### config.mk
export PLATFORM = sky130hd
export DESIGN_NAME = ied_dispatch
export DESIGN_NICKNAME = d
export VERILOG_FILES = /design/src/ied_pkg.sv /design/src/ied_dispatch.sv
export SDC_FILE = /design/constraint.sdc
export NUM_CORES = 1
export LEC_CHECK = 0
export ABC_AREA = 1
export BUFFER_PORTS_ARGS = -buffer_cell sky130_fd_sc_hd__buf_2
export CELL_PAD_IN_SITES_DETAIL_PLACEMENT = 2
export CELL_PAD_IN_SITES_GLOBAL_PLACEMENT = 2
export CORE_UTILIZATION = 33
export CTS_BUF_LIST = sky130_fd_sc_hd__clkbuf_4 sky130_fd_sc_hd__clkbuf_8
export DETAILED_ROUTE_END_ITERATION = 8
export GPL_ROUTABILITY_DRIVEN = 0
export HOLD_SLACK_MARGIN = 0.02
export PLACE_DENSITY = 0.92
export SLEW_MARGIN = 5
export SYNTH_ARGS = -nofsm -noshare
export SYNTH_HDL_FRONTEND = slang
export SYNTH_SLANG_ARGS = --single-unit
### constraint.sdc
create_clock -name sys_clk -period 7.96 [get_ports sys_clk]
set_input_delay 0 -clock sys_clk [delete_from_list [all_inputs] [get_ports sys_clk]]
set_output_delay 0 -clock sys_clk [all_outputs]
set_load 0.01 [all_outputs]
### src/ied_pkg.sv
// constants for the interrupt enable and dispatch block
// assumes a 32-bit apb slave port with word-aligned registers
package ied_pkg;
    localparam int          CLK_HZ        = 40_000_000;
    localparam int          NUM_SRC       = 18;
    // register indices; the byte address is four times the index
    localparam logic [9:0]  IDX_EN_A      = 10'h0a8;
    localparam logic [9:0]  IDX_EN_B      = 10'h0b8;
    localparam logic [9:0]  IDX_EN_C      = 10'h09a;
    localparam logic [9:0]  IDX_FLAGS     = 10'h100;
    localparam logic [9:0]  IDX_PRIO      = 10'h101;
    localparam logic [9:0]  IDX_STATUS    = 10'h102;
    localparam logic [9:0]  IDX_MASK      = 10'h103;
    localparam logic [9:0]  IDX_ACTIVE    = 10'h104;
    // enable register fields
    localparam int          GLOBAL_EN_BIT = 7;
    localparam logic [7:0]  EN_A_WMASK    = 8'hbf;
    localparam logic [7:0]  EN_BC_WMASK   = 8'h3f;
    localparam logic [7:0]  EN_RESET      = 8'h00;
    // source numbers with paired flag bits
    localparam int          SRC_CIPHER    = 4;
    localparam int          SRC_RADIO_GEN = 16;
    // flags register: 17:0 one flag per source (4 and 16 read as the OR of their pair), 19:18 cipher pair, 21:20 radio pair
    localparam int          CIPHER_PAIR_LO = 18;
    localparam int          RADIO_PAIR_LO  = 20;
    // vector address = base + stride * source
    localparam logic [7:0]  VEC_BASE      = 8'h03;
    localparam int          VEC_SHIFT     = 3;
    // instruction cycles spent on the forced call after detection
    localparam logic [2:0]  CALL_CYCLES   = 3'h6;
    // status bits
    localparam int          ST_CALL       = 0;
    localparam int          ST_RETURN     = 1;
    localparam int          ST_W          = 2;

    typedef enum logic [1:0] {
        IED_IDLE = 2'b01,
        IED_CALL = 2'b10
    } ied_state_t;
endpackage

### src/ied_dispatch.sv
// interrupt enable registers, source flags, priority pick and forced-call dispatch
// assumes instr_cycle pulses once per instruction cycle of the core and
// return_from_service pulses when the core executes the return instruction
`timescale 1ns/10ps
`default_nettype none
module ied_dispatch
    import ied_pkg::*;
(
    input  wire logic                sys_clk,
    input  wire logic                sys_rst,
    input  wire logic                psel,
    input  wire logic                penable,
    input  wire logic                pwrite,
    input  wire logic [11:0]         paddr,
    input  wire logic [31:0]         pwdata,
    output logic      [31:0]         prdata,
    output logic                     pready,
    output logic                     pslverr,
    input  wire logic [NUM_SRC-1:0]  src_event,
    input  wire logic                cipher_event,
    input  wire logic                radio_gen_event,
    input  wire logic                instr_cycle,
    input  wire logic                return_from_service,
    output logic                     forced_long_call,
    output logic                     call_done,
    output logic      [7:0]          call_vector,
    output logic                     irq
);
    logic [7:0]          en_a_q, en_b_q, en_c_q;
    logic [NUM_SRC-1:0]  flag_q, prio_q;
    logic [1:0]          cipher_pair_q, radio_pair_q;
    logic [ST_W-1:0]     status_q, mask_q;
    logic [1:0]          active_q;
    ied_state_t          state_q;
    logic [2:0]          cnt_q;
    logic [4:0]          src_q;
    logic                prio_sel_q;
    logic [31:0]         prdata_q;
    logic                pready_q, pslverr_q, call_q, done_q, irq_q;
    logic [7:0]          vector_q;

    logic [9:0]          idx;
    logic                wr_en, rd_en, mapped;
    logic [31:0]         rd_val;
    logic [NUM_SRC-1:0]  en_vec, pend, req, req_hi, pick_set;
    logic                pick_ok, pick_hi;
    logic [4:0]          pick_src;
    logic                call_fin;

    assign idx   = paddr[11:2];
    assign wr_en = psel && penable && pready_q && pwrite;
    assign rd_en = psel && penable && !pready_q && !pwrite;

    // per-source enable vector by source number
    always_comb begin
        en_vec     = '0;
        en_vec[0]  = en_a_q[0];
        en_vec[1]  = en_a_q[1];
        en_vec[2]  = en_a_q[2];
        en_vec[3]  = en_a_q[3];
        en_vec[4]  = en_a_q[4];
        en_vec[5]  = en_a_q[5];
        en_vec[8]  = en_b_q[0];
        en_vec[9]  = en_b_q[1];
        en_vec[10] = en_b_q[2];
        en_vec[11] = en_b_q[3];
        en_vec[12] = en_b_q[4];
        en_vec[13] = en_b_q[5];
        en_vec[16] = en_c_q[0];
        en_vec[6]  = en_c_q[1];
        en_vec[7]  = en_c_q[2];
        en_vec[14] = en_c_q[3];
        en_vec[15] = en_c_q[4];
        en_vec[17] = en_c_q[5];
    end

    always_comb begin
        pend                = flag_q;
        pend[SRC_CIPHER]    = |cipher_pair_q;
        pend[SRC_RADIO_GEN] = |radio_pair_q;
        req    = pend & en_vec & {NUM_SRC{en_a_q[GLOBAL_EN_BIT]}};
        req_hi = req & prio_q;
    end

    // pick: high level first, only levels above the active service qualify
    always_comb begin
        pick_hi = |req_hi;
        if (active_q[1]) begin
            pick_set = '0;
        end else if (active_q[0]) begin
            pick_set = req_hi;
        end else if (pick_hi) begin
            pick_set = req_hi;
        end else begin
            pick_set = req;
        end
        pick_ok  = |pick_set;
        pick_src = '0;
        for (int i = NUM_SRC - 1; i >= 0; i--) begin
            if (pick_set[i]) begin
                pick_src = 5'(i);
            end
        end
    end

    assign call_fin = (state_q == IED_CALL) && instr_cycle && (cnt_q == 3'h1);

    // dispatch sequence counted in instruction cycles
    always_ff @(posedge sys_clk) begin
        if (sys_rst) begin
            state_q    <= IED_IDLE;
            cnt_q      <= 3'h0;
            src_q      <= 5'h00;
            prio_sel_q <= 1'b0;
            call_q     <= 1'b0;
            done_q     <= 1'b0;
            vector_q   <= 8'h00;
        end else begin
            done_q <= 1'b0;
            case (state_q)
                IED_IDLE: begin
                    if (instr_cycle && pick_ok) begin
                        state_q    <= IED_CALL;
                        cnt_q      <= CALL_CYCLES;
                        src_q      <= pick_src;
                        prio_sel_q <= prio_q[pick_src];
                        call_q     <= 1'b1;
                        vector_q   <= VEC_BASE + {pick_src, 3'h0};
                    end
                end
                IED_CALL: begin
                    if (instr_cycle) begin
                        cnt_q <= cnt_q - 3'h1;
                    end
                    if (call_fin) begin
                        state_q <= IED_IDLE;
                        call_q  <= 1'b0;
                        done_q  <= 1'b1;
                    end
                end
                default: begin
                    state_q <= IED_IDLE;
                    call_q  <= 1'b0;
                end
            endcase
        end
    end

    // active service levels: bit1 high, bit0 low
    always_ff @(posedge sys_clk) begin
        if (sys_rst) begin
            active_q <= 2'b00;
        end else if (call_fin) begin
            active_q[prio_sel_q] <= 1'b1;
        end else if (return_from_service) begin
            if (active_q[1]) begin
                active_q[1] <= 1'b0;
            end else begin
                active_q[0] <= 1'b0;
            end
        end
    end

    // source flags: set wins over any clear
    always_ff @(posedge sys_clk) begin
        if (sys_rst) begin
            flag_q        <= '0;
            cipher_pair_q <= 2'b00;
            radio_pair_q  <= 2'b00;
        end else begin
            for (int i = 0; i < NUM_SRC; i++) begin
                if (src_event[i] && i != SRC_CIPHER && i != SRC_RADIO_GEN) begin
                    flag_q[i] <= 1'b1;
                end else if (i != SRC_CIPHER && i != SRC_RADIO_GEN &&
                             ((call_fin && src_q == 5'(i)) ||
                              (wr_en && idx == IDX_FLAGS && pwdata[i]))) begin
                    flag_q[i] <= 1'b0;
                end else if (i == SRC_CIPHER || i == SRC_RADIO_GEN) begin
                    flag_q[i] <= 1'b0;
                end
            end
            for (int j = 0; j < 2; j++) begin
                if (cipher_event) begin
                    cipher_pair_q[j] <= 1'b1;
                end else if (wr_en && idx == IDX_FLAGS && pwdata[CIPHER_PAIR_LO + j]) begin
                    cipher_pair_q[j] <= 1'b0;
                end
                if (radio_gen_event) begin
                    radio_pair_q[j] <= 1'b1;
                end else if (wr_en && idx == IDX_FLAGS && pwdata[RADIO_PAIR_LO + j]) begin
                    radio_pair_q[j] <= 1'b0;
                end
            end
        end
    end

    // software registers
    always_ff @(posedge sys_clk) begin
        if (sys_rst) begin
            en_a_q <= EN_RESET;
            en_b_q <= EN_RESET;
            en_c_q <= EN_RESET;
            prio_q <= '0;
            mask_q <= '0;
        end else if (wr_en) begin
            case (idx)
                IDX_EN_A:   en_a_q <= pwdata[7:0] & EN_A_WMASK;
                IDX_EN_B:   en_b_q <= pwdata[7:0] & EN_BC_WMASK;
                IDX_EN_C:   en_c_q <= pwdata[7:0] & EN_BC_WMASK;
                IDX_PRIO:   prio_q <= pwdata[NUM_SRC-1:0];
                IDX_MASK:   mask_q <= pwdata[ST_W-1:0];
                default: begin
                end
            endcase
        end
    end

    // sticky event status, write one to clear, set wins
    always_ff @(posedge sys_clk) begin
        if (sys_rst) begin
            status_q <= '0;
            irq_q    <= 1'b0;
        end else begin
            for (int k = 0; k < ST_W; k++) begin
                if ((k == ST_CALL && call_fin) || (k == ST_RETURN && return_from_service)) begin
                    status_q[k] <= 1'b1;
                end else if (wr_en && idx == IDX_STATUS && pwdata[k]) begin
                    status_q[k] <= 1'b0;
                end
            end
            irq_q <= |(status_q & mask_q);
        end
    end

    // read mux and decode
    always_comb begin
        mapped = 1'b1;
        rd_val = '0;
        case (idx)
            IDX_EN_A:   rd_val[7:0] = en_a_q;
            IDX_EN_B:   rd_val[7:0] = en_b_q;
            IDX_EN_C:   rd_val[7:0] = en_c_q;
            IDX_FLAGS:  rd_val[RADIO_PAIR_LO+1:0] = {radio_pair_q, cipher_pair_q, pend};
            IDX_PRIO:   rd_val[NUM_SRC-1:0] = prio_q;
            IDX_STATUS: rd_val[ST_W-1:0] = status_q;
            IDX_MASK:   rd_val[ST_W-1:0] = mask_q;
            IDX_ACTIVE: rd_val[1:0] = active_q;
            default:    mapped = 1'b0;
        endcase
    end

    // apb: one wait state, answer on the second access-phase edge
    always_ff @(posedge sys_clk) begin
        if (sys_rst) begin
            pready_q  <= 1'b0;
            pslverr_q <= 1'b0;
            prdata_q  <= 32'h0000_0000;
        end else begin
            pready_q  <= psel && penable && !pready_q;
            pslverr_q <= psel && penable && !pready_q && !mapped;
            if (rd_en) begin
                prdata_q <= rd_val;
            end
        end
    end

    assign prdata           = prdata_q;
    assign pready           = pready_q;
    assign pslverr          = pslverr_q;
    assign forced_long_call = call_q;
    assign call_done        = done_q;
    assign call_vector      = vector_q;
    assign irq              = irq_q;
endmodule
`default_nettype wire

==> Word-level counts from Yosys, hierarchy flattened <==
Cells that the tools add are included.
{ "totals": {"output_inout_bits": 45, "wordCells": 278, "register_bits": 109} }
{ "classes": {"n_reduce_logical": 110, "n_addsub": 2, "n_lt_le_gt_ge": 3, "bitwise_logic": 6, "eq_ne": 30, "n_mux": 87} }
{ "ops": {"columns": ["cell", "count"], "rows": [
  ["2-to-1 mux 5 bit", 18],
  ["AND 18 bit", 3],
  ["2-to-1 mux 18 bit", 3],
  ["2-to-1 mux 1 bit", 51],
  ["equality test 10 x 9 -> 1 bit, second input constant", 5],
  ["logical AND 1 bit", 50],
  ["nonzero test 2 bit", 24],
  ["equality test 5 x 4 -> 1 bit, second input constant", 8],
  ["OR reduction 18 bit", 2],
  ["equality test 10 x 8 -> 1 bit, second input constant", 3],
  ["case mux 6 bit (5 select lines)", 1],
  ["case mux 10 bit (2 select lines)", 1],
  ["logical OR 1 bit", 16],
  ["case mux 2 bit (8 select lines)", 1],
  ["AND reduction 2 bit", 8],
  ["equality test 5 x 3 -> 1 bit, second input constant", 3],
  ["equality test 5 x 2 -> 1 bit, second input constant", 2],
  ["adder 2 x 8 -> 8 bit, first input constant", 1],
  ["2-to-1 mux 2 bit", 4],
  ["OR reduction 2 bit", 4],
  ["OR reduction 8 bit", 1],
  ["< comparator 5 x 6 -> 1 bit, second input constant", 1],
  ["2-to-1 mux 3 bit", 2],
  ["inequality test 2 bit, second input constant", 3],
  ["21 further kinds", 23]
]} }

==> Logic depth before layout (Yosys ltp) <==
Gate-level depths: netlist of run 1.
{ "logic_depth": {"depth_word": 28, "mapped_depth": 34, "depth_no_buf": 32} }

==> Worst setup path after synthesis of run 1 <==
OpenSTA, ideal clock, no wires.
{ "synth_path": {"path_kind": "register to register", "from": "register cipher_pair_q[1]", "to": "register prio_sel_q", "n_path_buf": 2, "setup_time_ps": 131, "slack_ps": 5310, "stages_incl_launch_ff": 28, "required_ps": 7829, "synth_period_minus_slack_ps": 2650, "t_arrival_ps": 2519, "cell_sequence": "dfxtp_1 or2_1 nand3_1 nand4_1 nor2_2 nand2_2 nor2_4 buf_6 inv_2 a211oi_2 inv_1 nand2_1 nand2_1 nand2_1 nand2_1 nand2_1 nand2_1 nand2_1 nand2_2 nand2_4 nand2_4 buf_6 o21ai_1 nor2_1 nor2_1 nand2_1 nand3_1 a21oi_2"} }
{ "synth_via": {"elab_chain_cells": 28} }
{ "synth_lines": {"columns": ["element", "line_no", "text"], "rows": [
  ["from (decl)", "ied_dispatch.sv:31", "logic [1:0] cipher_pair_q, radio_pair_q;"],
  ["from (signal assigned)", "ied_dispatch.sv:168", "cipher_pair_q <= 2'b00;"],
  ["from (signal, indexed assignment)", "ied_dispatch.sv:184", "cipher_pair_q[j] <= 1'b1;"],
  ["from (signal, indexed assignment)", "ied_dispatch.sv:186", "cipher_pair_q[j] <= 1'b0;"],
  ["OR reduction 2 bit (*)", "ied_dispatch.sv:79", "pend[SRC_CIPHER] = |cipher_pair_q;"],
  ["AND 18 bit (*) (2 in series)", "ied_dispatch.sv:81", "req = pend & en_vec & {NUM_SRC{en_a_q[GLOBAL_EN_BIT]}};"],
  ["AND 18 bit", "ied_dispatch.sv:82", "req_hi = req & prio_q;"],
  ["OR reduction 18 bit", "ied_dispatch.sv:87", "pick_hi = |req_hi;"],
  ["2-to-1 mux 18 bit", "ied_dispatch.sv:92", "end else if (pick_hi) begin"],
  ["2-to-1 mux 18 bit (*)", "ied_dispatch.sv:90", "end else if (active_q[0]) begin"],
  ["2-to-1 mux 18 bit (*)", "ied_dispatch.sv:88", "if (active_q[1]) begin"],
  ["2-to-1 mux 5 bit (18 in series)", "ied_dispatch.sv:100", "if (pick_set[i]) begin"],
  ["binary-select mux 1 bit (select 5 bit)", "ied_dispatch.sv:126", "prio_sel_q <= prio_q[pick_src];"],
  ["2-to-1 mux 1 bit (implied by the code)", "ied_dispatch.sv:126", null],
  ["to (signal assigned)", "ied_dispatch.sv:126", null],
  ["to (decl)", "ied_dispatch.sv:37", "logic prio_sel_q;"]
]} }
Every way passes the cells marked *; elsewhere a longest branch is shown, timed or not. The select of a mux whose other input is x is not followed.
A chain may end at the register's enable or synchronous reset.

==> Worst setup path in the final report of run 1 <==
{ "layout_path": {"from": "register en_a_q[7]", "to": "register prio_sel_q"} }
{ "layout_via": {"elab_chain_cells": 26} }
{ "layout_lines": {"columns": ["element", "line_no", "text"], "rows": [
  ["from (decl)", "ied_dispatch.sv:29", "logic [7:0] en_a_q, en_b_q, en_c_q;"],
  ["from (signal assigned)", "ied_dispatch.sv:207", "IDX_EN_A: en_a_q <= pwdata[7:0] & EN_A_WMASK;"],
  ["AND 18 bit (*)", "ied_dispatch.sv:81", null],
  ["AND 18 bit", "ied_dispatch.sv:82", null],
  ["OR reduction 18 bit", "ied_dispatch.sv:87", null],
  ["2-to-1 mux 18 bit", "ied_dispatch.sv:92", null],
  ["2-to-1 mux 18 bit (*)", "ied_dispatch.sv:90", null],
  ["2-to-1 mux 18 bit (*)", "ied_dispatch.sv:88", null],
  ["2-to-1 mux 5 bit (18 in series)", "ied_dispatch.sv:100", null],
  ["binary-select mux 1 bit (select 5 bit)", "ied_dispatch.sv:126", null],
  ["2-to-1 mux 1 bit (implied by the code)", "ied_dispatch.sv:126", null]
]} }
Marked as above.

==> impl_metrics.json, run 1 <==
{
  "dieArea_mm2": 0.0166,
  "crit_path_start_kind": "flip-flop",
  "period_share": 0.576,
  "rsz0062_at_grt": "no",
  "tns_ns": 0,
  "pin_count": 116,
  "synthFlopType": "dfxtp_1",
  "rr_startpoint": "en_a_q[7]",
  "setup_viol": 0,
  "worstPathArrival_ns": 4.85,
  "design_area_mm2": 0.00658,
  "synth-adder-area-share": 0.00471,
  "slowest_stage": "dfxtp_1",
  "ctsResizeCount": 0,
  "ys_warn_count": 0,
  "die_w_um": 129,
  "total_power_mw": 1.02,
  "worstHoldEndpoint": "pready",
  "grt_pass1_wl_um": 42900,
  "netlist_instances": 761,
  "start_util": 0.337,
  "grt_pass1_vias": 7124,
  "syn_area_mm2": 0.00531,
  "worstSetupPathType": "flip-flop to flip-flop",
  "drive_gt1_frac": 0.150,
  "grt-ovfl-total": 0,
  "totalWireLength_um": 28200,
  "synth_area_leaders": "dfxtp_1 38%, inv_1 8.4%, a21oi_1 7.4%",
  "regToRegSetupSlack_ns": 3.37,
  "synth_edf_count": 0,
  "required_ns": 8.22,
  "rr_endpoint": "prio_sel_q",
  "reg2regPathDepth": 31,
  "synth_compound_area_frac": 0.240,
  "core_area_mm2": 0.0158,
  "setup_ws_ns": 3.37,
  "placedInstanceArea_mm2": 0.00585,
  "first_pass_iters": 5,
  "area_delta_synth_final_pct": 23.8,
  "vias_per_cell": 5.91,
  "run_status": "completed",
  "cp-startpoint": "en_a_q[7]",
  "synth_largest_area_cell": "dfxtp_1",
  "powerDensity_mw_per_mm2": 155,
  "async_flop_share": 0,
  "ctsHoldBuffers": 52,
  "critical-path-max-stage-delay_ns": 1.02,
  "synth_simple_gate_area_share": 0.236,
  "clock_latency_ns": 0.42,
  "maxCapViolations": 0,
  "post-route-min-period_ns": 4.59,
  "worstSetupEndpointType": "flip-flop",
  "portBuffers": 90,
  "max_freq_mhz": 218,
  "pre_cts_slack_ns": 3.94,
  "drtIter0Drc": 582,
  "whs_ns": 0.0479,
  "wire_per_inst_um": 25.5,
  "grtUsageTotal": 0.349,
  "antenna_left": 0,
  "cts_tree": "built",
  "cts.sinks": 101,
  "post_cts_buffers": 0,
  "slew_headroom": 0.228,
  "synth.distinct_cells": 45,
  "cts_max_level": 3,
  "synth_top_area_share": 0.381,
  "synth_mux_area_frac": 0.00188,
  "ys_seq_area_frac": 0.381,
  "path_common_cell": "nand2_1",
  "hpwl_um": 16700,
  "chipHeight_um": 129,
  "finalHoldViolations": 0,
  "grt_start_max_net_pins": 56,
  "vdd_drop_max_mv": 0.124,
  "hold_class": "input port to flip-flop",
  "rows": 46,
  "synthXorXnorAreaFrac": 0,
  "diodes": 0,
  "antenna_found_initial": 0,
  "final_max_slew_viol_count": 0,
  "min_path_cells": 5,
  "root_buffer": "clkbuf_8",
  "syn_area_per_cell_um2": 6.98,
  "crit_fanout": 20,
  "static-leakage-power_nw": 2.81,
  "clkTransAtPathRegs_ns": 0.12,
  "min_from": "psel",
  "cts_inserted_buffers": 9,
  "synth_top_family_by_area": "compound AO/OA/AOI/OAI gates",
  "vias": 6517,
  "clock_skew_ns": 0.0153,
  "nNetsFinal": 955,
  "ctsLongestPathBuffers": 2,
  "ys_ff_latch": 101,
  "worst_slew_pin_slew_ns": 1.15,
  "drc": 0
}
## cell usage after synthesis, types with 2 or more instances
library cell,number
a2111oi_0,4
a211oi_1,8
a21oi_1,79
a31oi_1,4
buf_2,2
buf_4,12
buf_6,4
clkbuf_1,26
clkinv_1,3
dfxtp_1,101
ha_1,2
inv_1,119
inv_2,5
nand2_1,81
nand2_2,3
nand2_4,2
nand3_1,56
nand3_2,3
nand4_1,23
nor2_1,74
nor2_2,2
nor3_1,10
nor4_1,13
o211ai_1,12
o21a_1,2
o21ai_0,57
o21ai_1,5
o221ai_1,13
o22ai_1,18
o311ai_0,2
o41ai_1,2
## placed cells by master, fill, tap and decap left out, types with 6 or more instances in the layout
cell type        n
nand2_1         81
o21ai_0         57
o221ai_1        13
o22ai_1         18
dlygate4sd3_1   52
inv_1          119
dfxtp_1        101
nand4_1         23
nor2_1          72
nand3_1         56
conb_1          11
nor4_1          13
buf_2           90
o211ai_1        12
inv_2            6
nor3_1          10
a211oi_1         8
a21oi_1         79
clkbuf_8         9
## layout make-up
type	instances	area [um^2]
clock buffer	9	124
timing repair buffer	145	993
inverter	127	477
fill	1874	9190
multi-input combinational	498	2610
clock inverter	7	82.6
sequential	101	2020
tap	216	270
## where the power goes
part | total, mW | internal, mW | switching [mW]
sequential | 0.528 | 0.517 | 0.0109
combinational | 0.109 | 0.0442 | 0.0647
clock | 0.381 | 0.150 | 0.231
## critical path, delay by kind of cell, from the launching register on
kind                   cells  cell delay [ns]
buffers and inverters      1             0.38
AND/OR/NAND/NOR           28             2.64
flip-flops                 1             1.02
AO/OA/AOI/OAI              2             0.34
## flip-flops by register name, indices dropped and copies added (netlist names), 3 cells and up
register and count:
prdata 22, prio_q 18, flag_q 16, en_a_q 7
en_b_q 6, en_c_q 6, src_q 5, cnt_q 3
## worst max path at each step
stage | slack (ns) | end
after floorplan | 5.31 | prio_sel_q
after detailed placement | 3.94 | cnt_q[1]
after CTS | 3.87 | cnt_q[1]
final | 3.37 | prio_sel_q
after global placement | 4.10 | cnt_q[1]
after global routing | 3.16 | prio_sel_q
## layer usage
metal  track usage  vias to the layer above  wire (um)
met5             0                        -          0
met4         0.237                        0       1750
met3        0.0848                      137       2140
met2         0.579                      365      13300
met1         0.398                     3206      11000
li1              -                     2809          -
## through the flow
step,cells,utilization
6_report,1103,0.417
5_1_grt,1103,0.417
4_1_cts,1103,0.417
3_5_place_dp,1035,0.371
3_3_place_gp,1035,0.371
2_1_floorplan,771,-
## cell families (layout without fill, tap and decap cells)
logic type,after synthesis,after routing
adders and majority gates,2,2
muxes,1,1
AOI/OAI and AO/OA,214,214
buffers and inverters,172,288
other,1,11
and+or+nand+nor,270,270
DFF,101,101
Note: power is estimated with default switching activity, not from simulation.
==> run 2: changes to the inputs <==
Settings changed: ABC_AREA 1 to 0, CORE_UTILIZATION 33 to 29, PLACE_DENSITY 0.92 to 0.82.
Clock period 7.96 ns to 4 ns, I/O delays scaled along.
==> run 2 against run 1 <==
  * The flow now finishes with violations (design-rule violations)
  * Total power is 91% higher
  * Global-route usage is 11 points lower
  * Area after synthesis is 2.3% higher
  * Design area is 4.6% higher
  * Die area is 16% higher
  * Critical endpoint unchanged
  * Sequential power is 99% higher
  * Sequential cell count stayed put
==> impl_metrics.json, run 2 <==
{
  "run_status": "complete, but fails checks",
  "violations": "design-rule violations",
  "syn_area_per_cell_um2": 7.96,
  "clkTransAtPathRegs_ns": 0.10,
  "synth_simple_gate_area_share": 0.262,
  "worst_slew_pin_slew_ns": 1.17,
  "period_share": 0.909,
  "hpwl_um": 15800,
  "synth_largest_area_cell": "dfxtp_1",
  "synthXorXnorAreaFrac": 0.00161,
  "powerDensity_mw_per_mm2": 283,
  "start_util": 0.299,
  "static-leakage-power_nw": 2.69,
  "required_ns": 4.28,
  "cts_inserted_buffers": 9,
  "worstSetupPathType": "flip-flop to flip-flop",
  "final_cell_mix": "100 x dfxtp_1, 98 x nand2_1, 97 x nor2_1",
  "drtIter0Drc": 336,
  "synth_top_family_by_area": "simple AND/OR/NAND/NOR gates",
  "ys_ff_latch": 101,
  "area_delta_synth_final_pct": 26.7,
  "synth_top_area_share": 0.372,
  "ctsLongestPathBuffers": 2,
  "crit_path_start_kind": "flip-flop",
  "grt_pass1_wl_um": 34800,
  "first_pass_iters": 8,
  "antenna_left": 0,
  "grtUsageTotal": 0.236,
  "diodes": 0,
  "synth-adder-area-share": 0.00461,
  "post_cts_buffers": 0,
  "whs_ns": 0.0577,
  "hold_class": "input port to flip-flop",
  "placedInstanceArea_mm2": 0.00606,
  "pre_cts_slack_ns": 0.230,
  "synth.most_common_cell": "dfxtp_1",
  "dp_cells": 976,
  "fin_util": 0.379,
  "root_buffer": "clkbuf_8",
  "pin_count": 116,
  "worstSetupEndpointType": "flip-flop",
  "num-fill-cells": 2117,
  "final_common_cell": "dfxtp_1",
  "ys_warn_count": 0,
  "synth_compound_area_frac": 0.207,
  "rows": 49,
  "wire_per_inst_um": 21.1,
  "ys_seq_area_frac": 0.372,
  "tns_ns": 0,
  "maxCapViolations": 0,
  "vias_per_cell": 5.47,
  "clock_skew_ns": 0.0205,
  "synth_area_leaders": "dfxtp_1 37%, nand2_1 6.8%, nor2_1 6.7%",
  "max_freq_mhz": 275,
  "synth_mux_area_frac": 0.0938,
  "async_flop_share": 0,
  "final_max_slew_viol_count": 0,
  "total_power_mw": 1.95,
  "finalHoldViolations": 0,
  "chipHeight_um": 139,
  "cts_max_level": 3,
  "design_area_mm2": 0.00688,
  "rsz0062_at_grt": "no",
  "largest_reg_flops": 22,
  "instances_no_fill": 1053,
  "crit_fanout": 24,
  "grt-ovfl-total": 0,
  "synth.distinct_cells": 78,
  "core_area_mm2": 0.0181,
  "drive_gt1_frac": 0.194,
  "setup_ws_ns": 0.363,
  "netlist_instances": 682,
  "synth_edf_count": 0,
  "portBuffers": 90,
  "cts.sinks": 101,
  "syn_area_mm2": 0.00543,
  "dieArea_mm2": 0.0193,
  "worstPathArrival_ns": 3.91,
  "totalWireLength_um": 22200,
  "die_w_um": 139,
  "setup_viol": 0,
  "grt_start_max_net_pins": 55,
  "grt_pass1_vias": 6238,
  "nNetsFinal": 892,
  "drc": 6,
  "vias": 5763,
  "vdd_drop_max_mv": 0.127,
  "antenna_found_initial": 0,
  "clock_latency_ns": 0.41,
  "cts_tree": "built",
  "slew_headroom": 0.214,
  "synth_commonest_cells": "101 x dfxtp_1, 98 x nand2_1, 97 x nor2_1",
  "synthFlopType": "dfxtp_1",
  "post-route-min-period_ns": 3.64
}
==> run 2: critical path, stage by stage (launching register included) <==
cell	delay [ns]
dfxtp_2	0.48
o211a_1	0.21
a21bo_1	0.25
nor4_4	0.33
and2_4	0.36
o311ai_1	0.18
or3_1	0.40
a211oi_4	0.42
nor2b_1	0.09
a2111oi_0	0.45
o32a_1	0.25
o32ai_2	0.09
==> run 2: final timing paths <==
check        slack (ns)  cells past startpoint        from         end
max reg2reg        0.36                     11   en_a_q[7]  prio_sel_q
min reg2reg        0.46                      2  prdata[18]  prdata[18]
min                0.06                      2     sys_rst    cnt_q[2]
max                0.36                     11   en_a_q[7]  prio_sel_q
==> run 2: timing repair <==
action                                  in CTS  in global routing
hold buffers                                61                  0
endpoints found under the setup margin       0                  2
hold endpoints to repair                    65                  0
gates resized for setup                      0                  1
==> run 2: cell type report <==
class,count,area (um^2),area share
Tap cell,229,287,0.0416
Clock inverter,7,82.6,0.0120
Inverter,9,33.8,0.00491
Clock buffer,9,124,0.0180
Sequential cell,101,2020,0.294
Multi-Input combinational cell,531,3150,0.458
Timing Repair Buffer,167,1180,0.172
==> run 2: per-layer routing <==
layer	vias to the layer above	routed length (um)	track usage
li1	2709	-	-
met1	2886	9740	0.290
met2	133	11100	0.412
met3	35	856	0.0352
met4	0	567	0.0982
met5	-	0	0
==> run 2: logic make-up after synthesis <==
logic type / after synthesis
AND/OR/NAND/NOR: 307
AO/OA/AOI/OAI: 165
flip-flops: 101
buffers and inverters: 60
multiplexers: 45
adder cells (fa/ha/maj): 2
other: 1
XOR/XNOR: 1
==> run 2: report_power, final <==
| group | total [mW] | switching (mW) | internal [mW] | leakage (nW) |
|---|---|---|---|---|
| logic | 0.191 | 0.0961 | 0.0948 | 1.77 |
| registers | 1.05 | 0.0256 | 1.02 | 0.822 |
| clock network | 0.704 | 0.407 | 0.298 | 0.0980 |
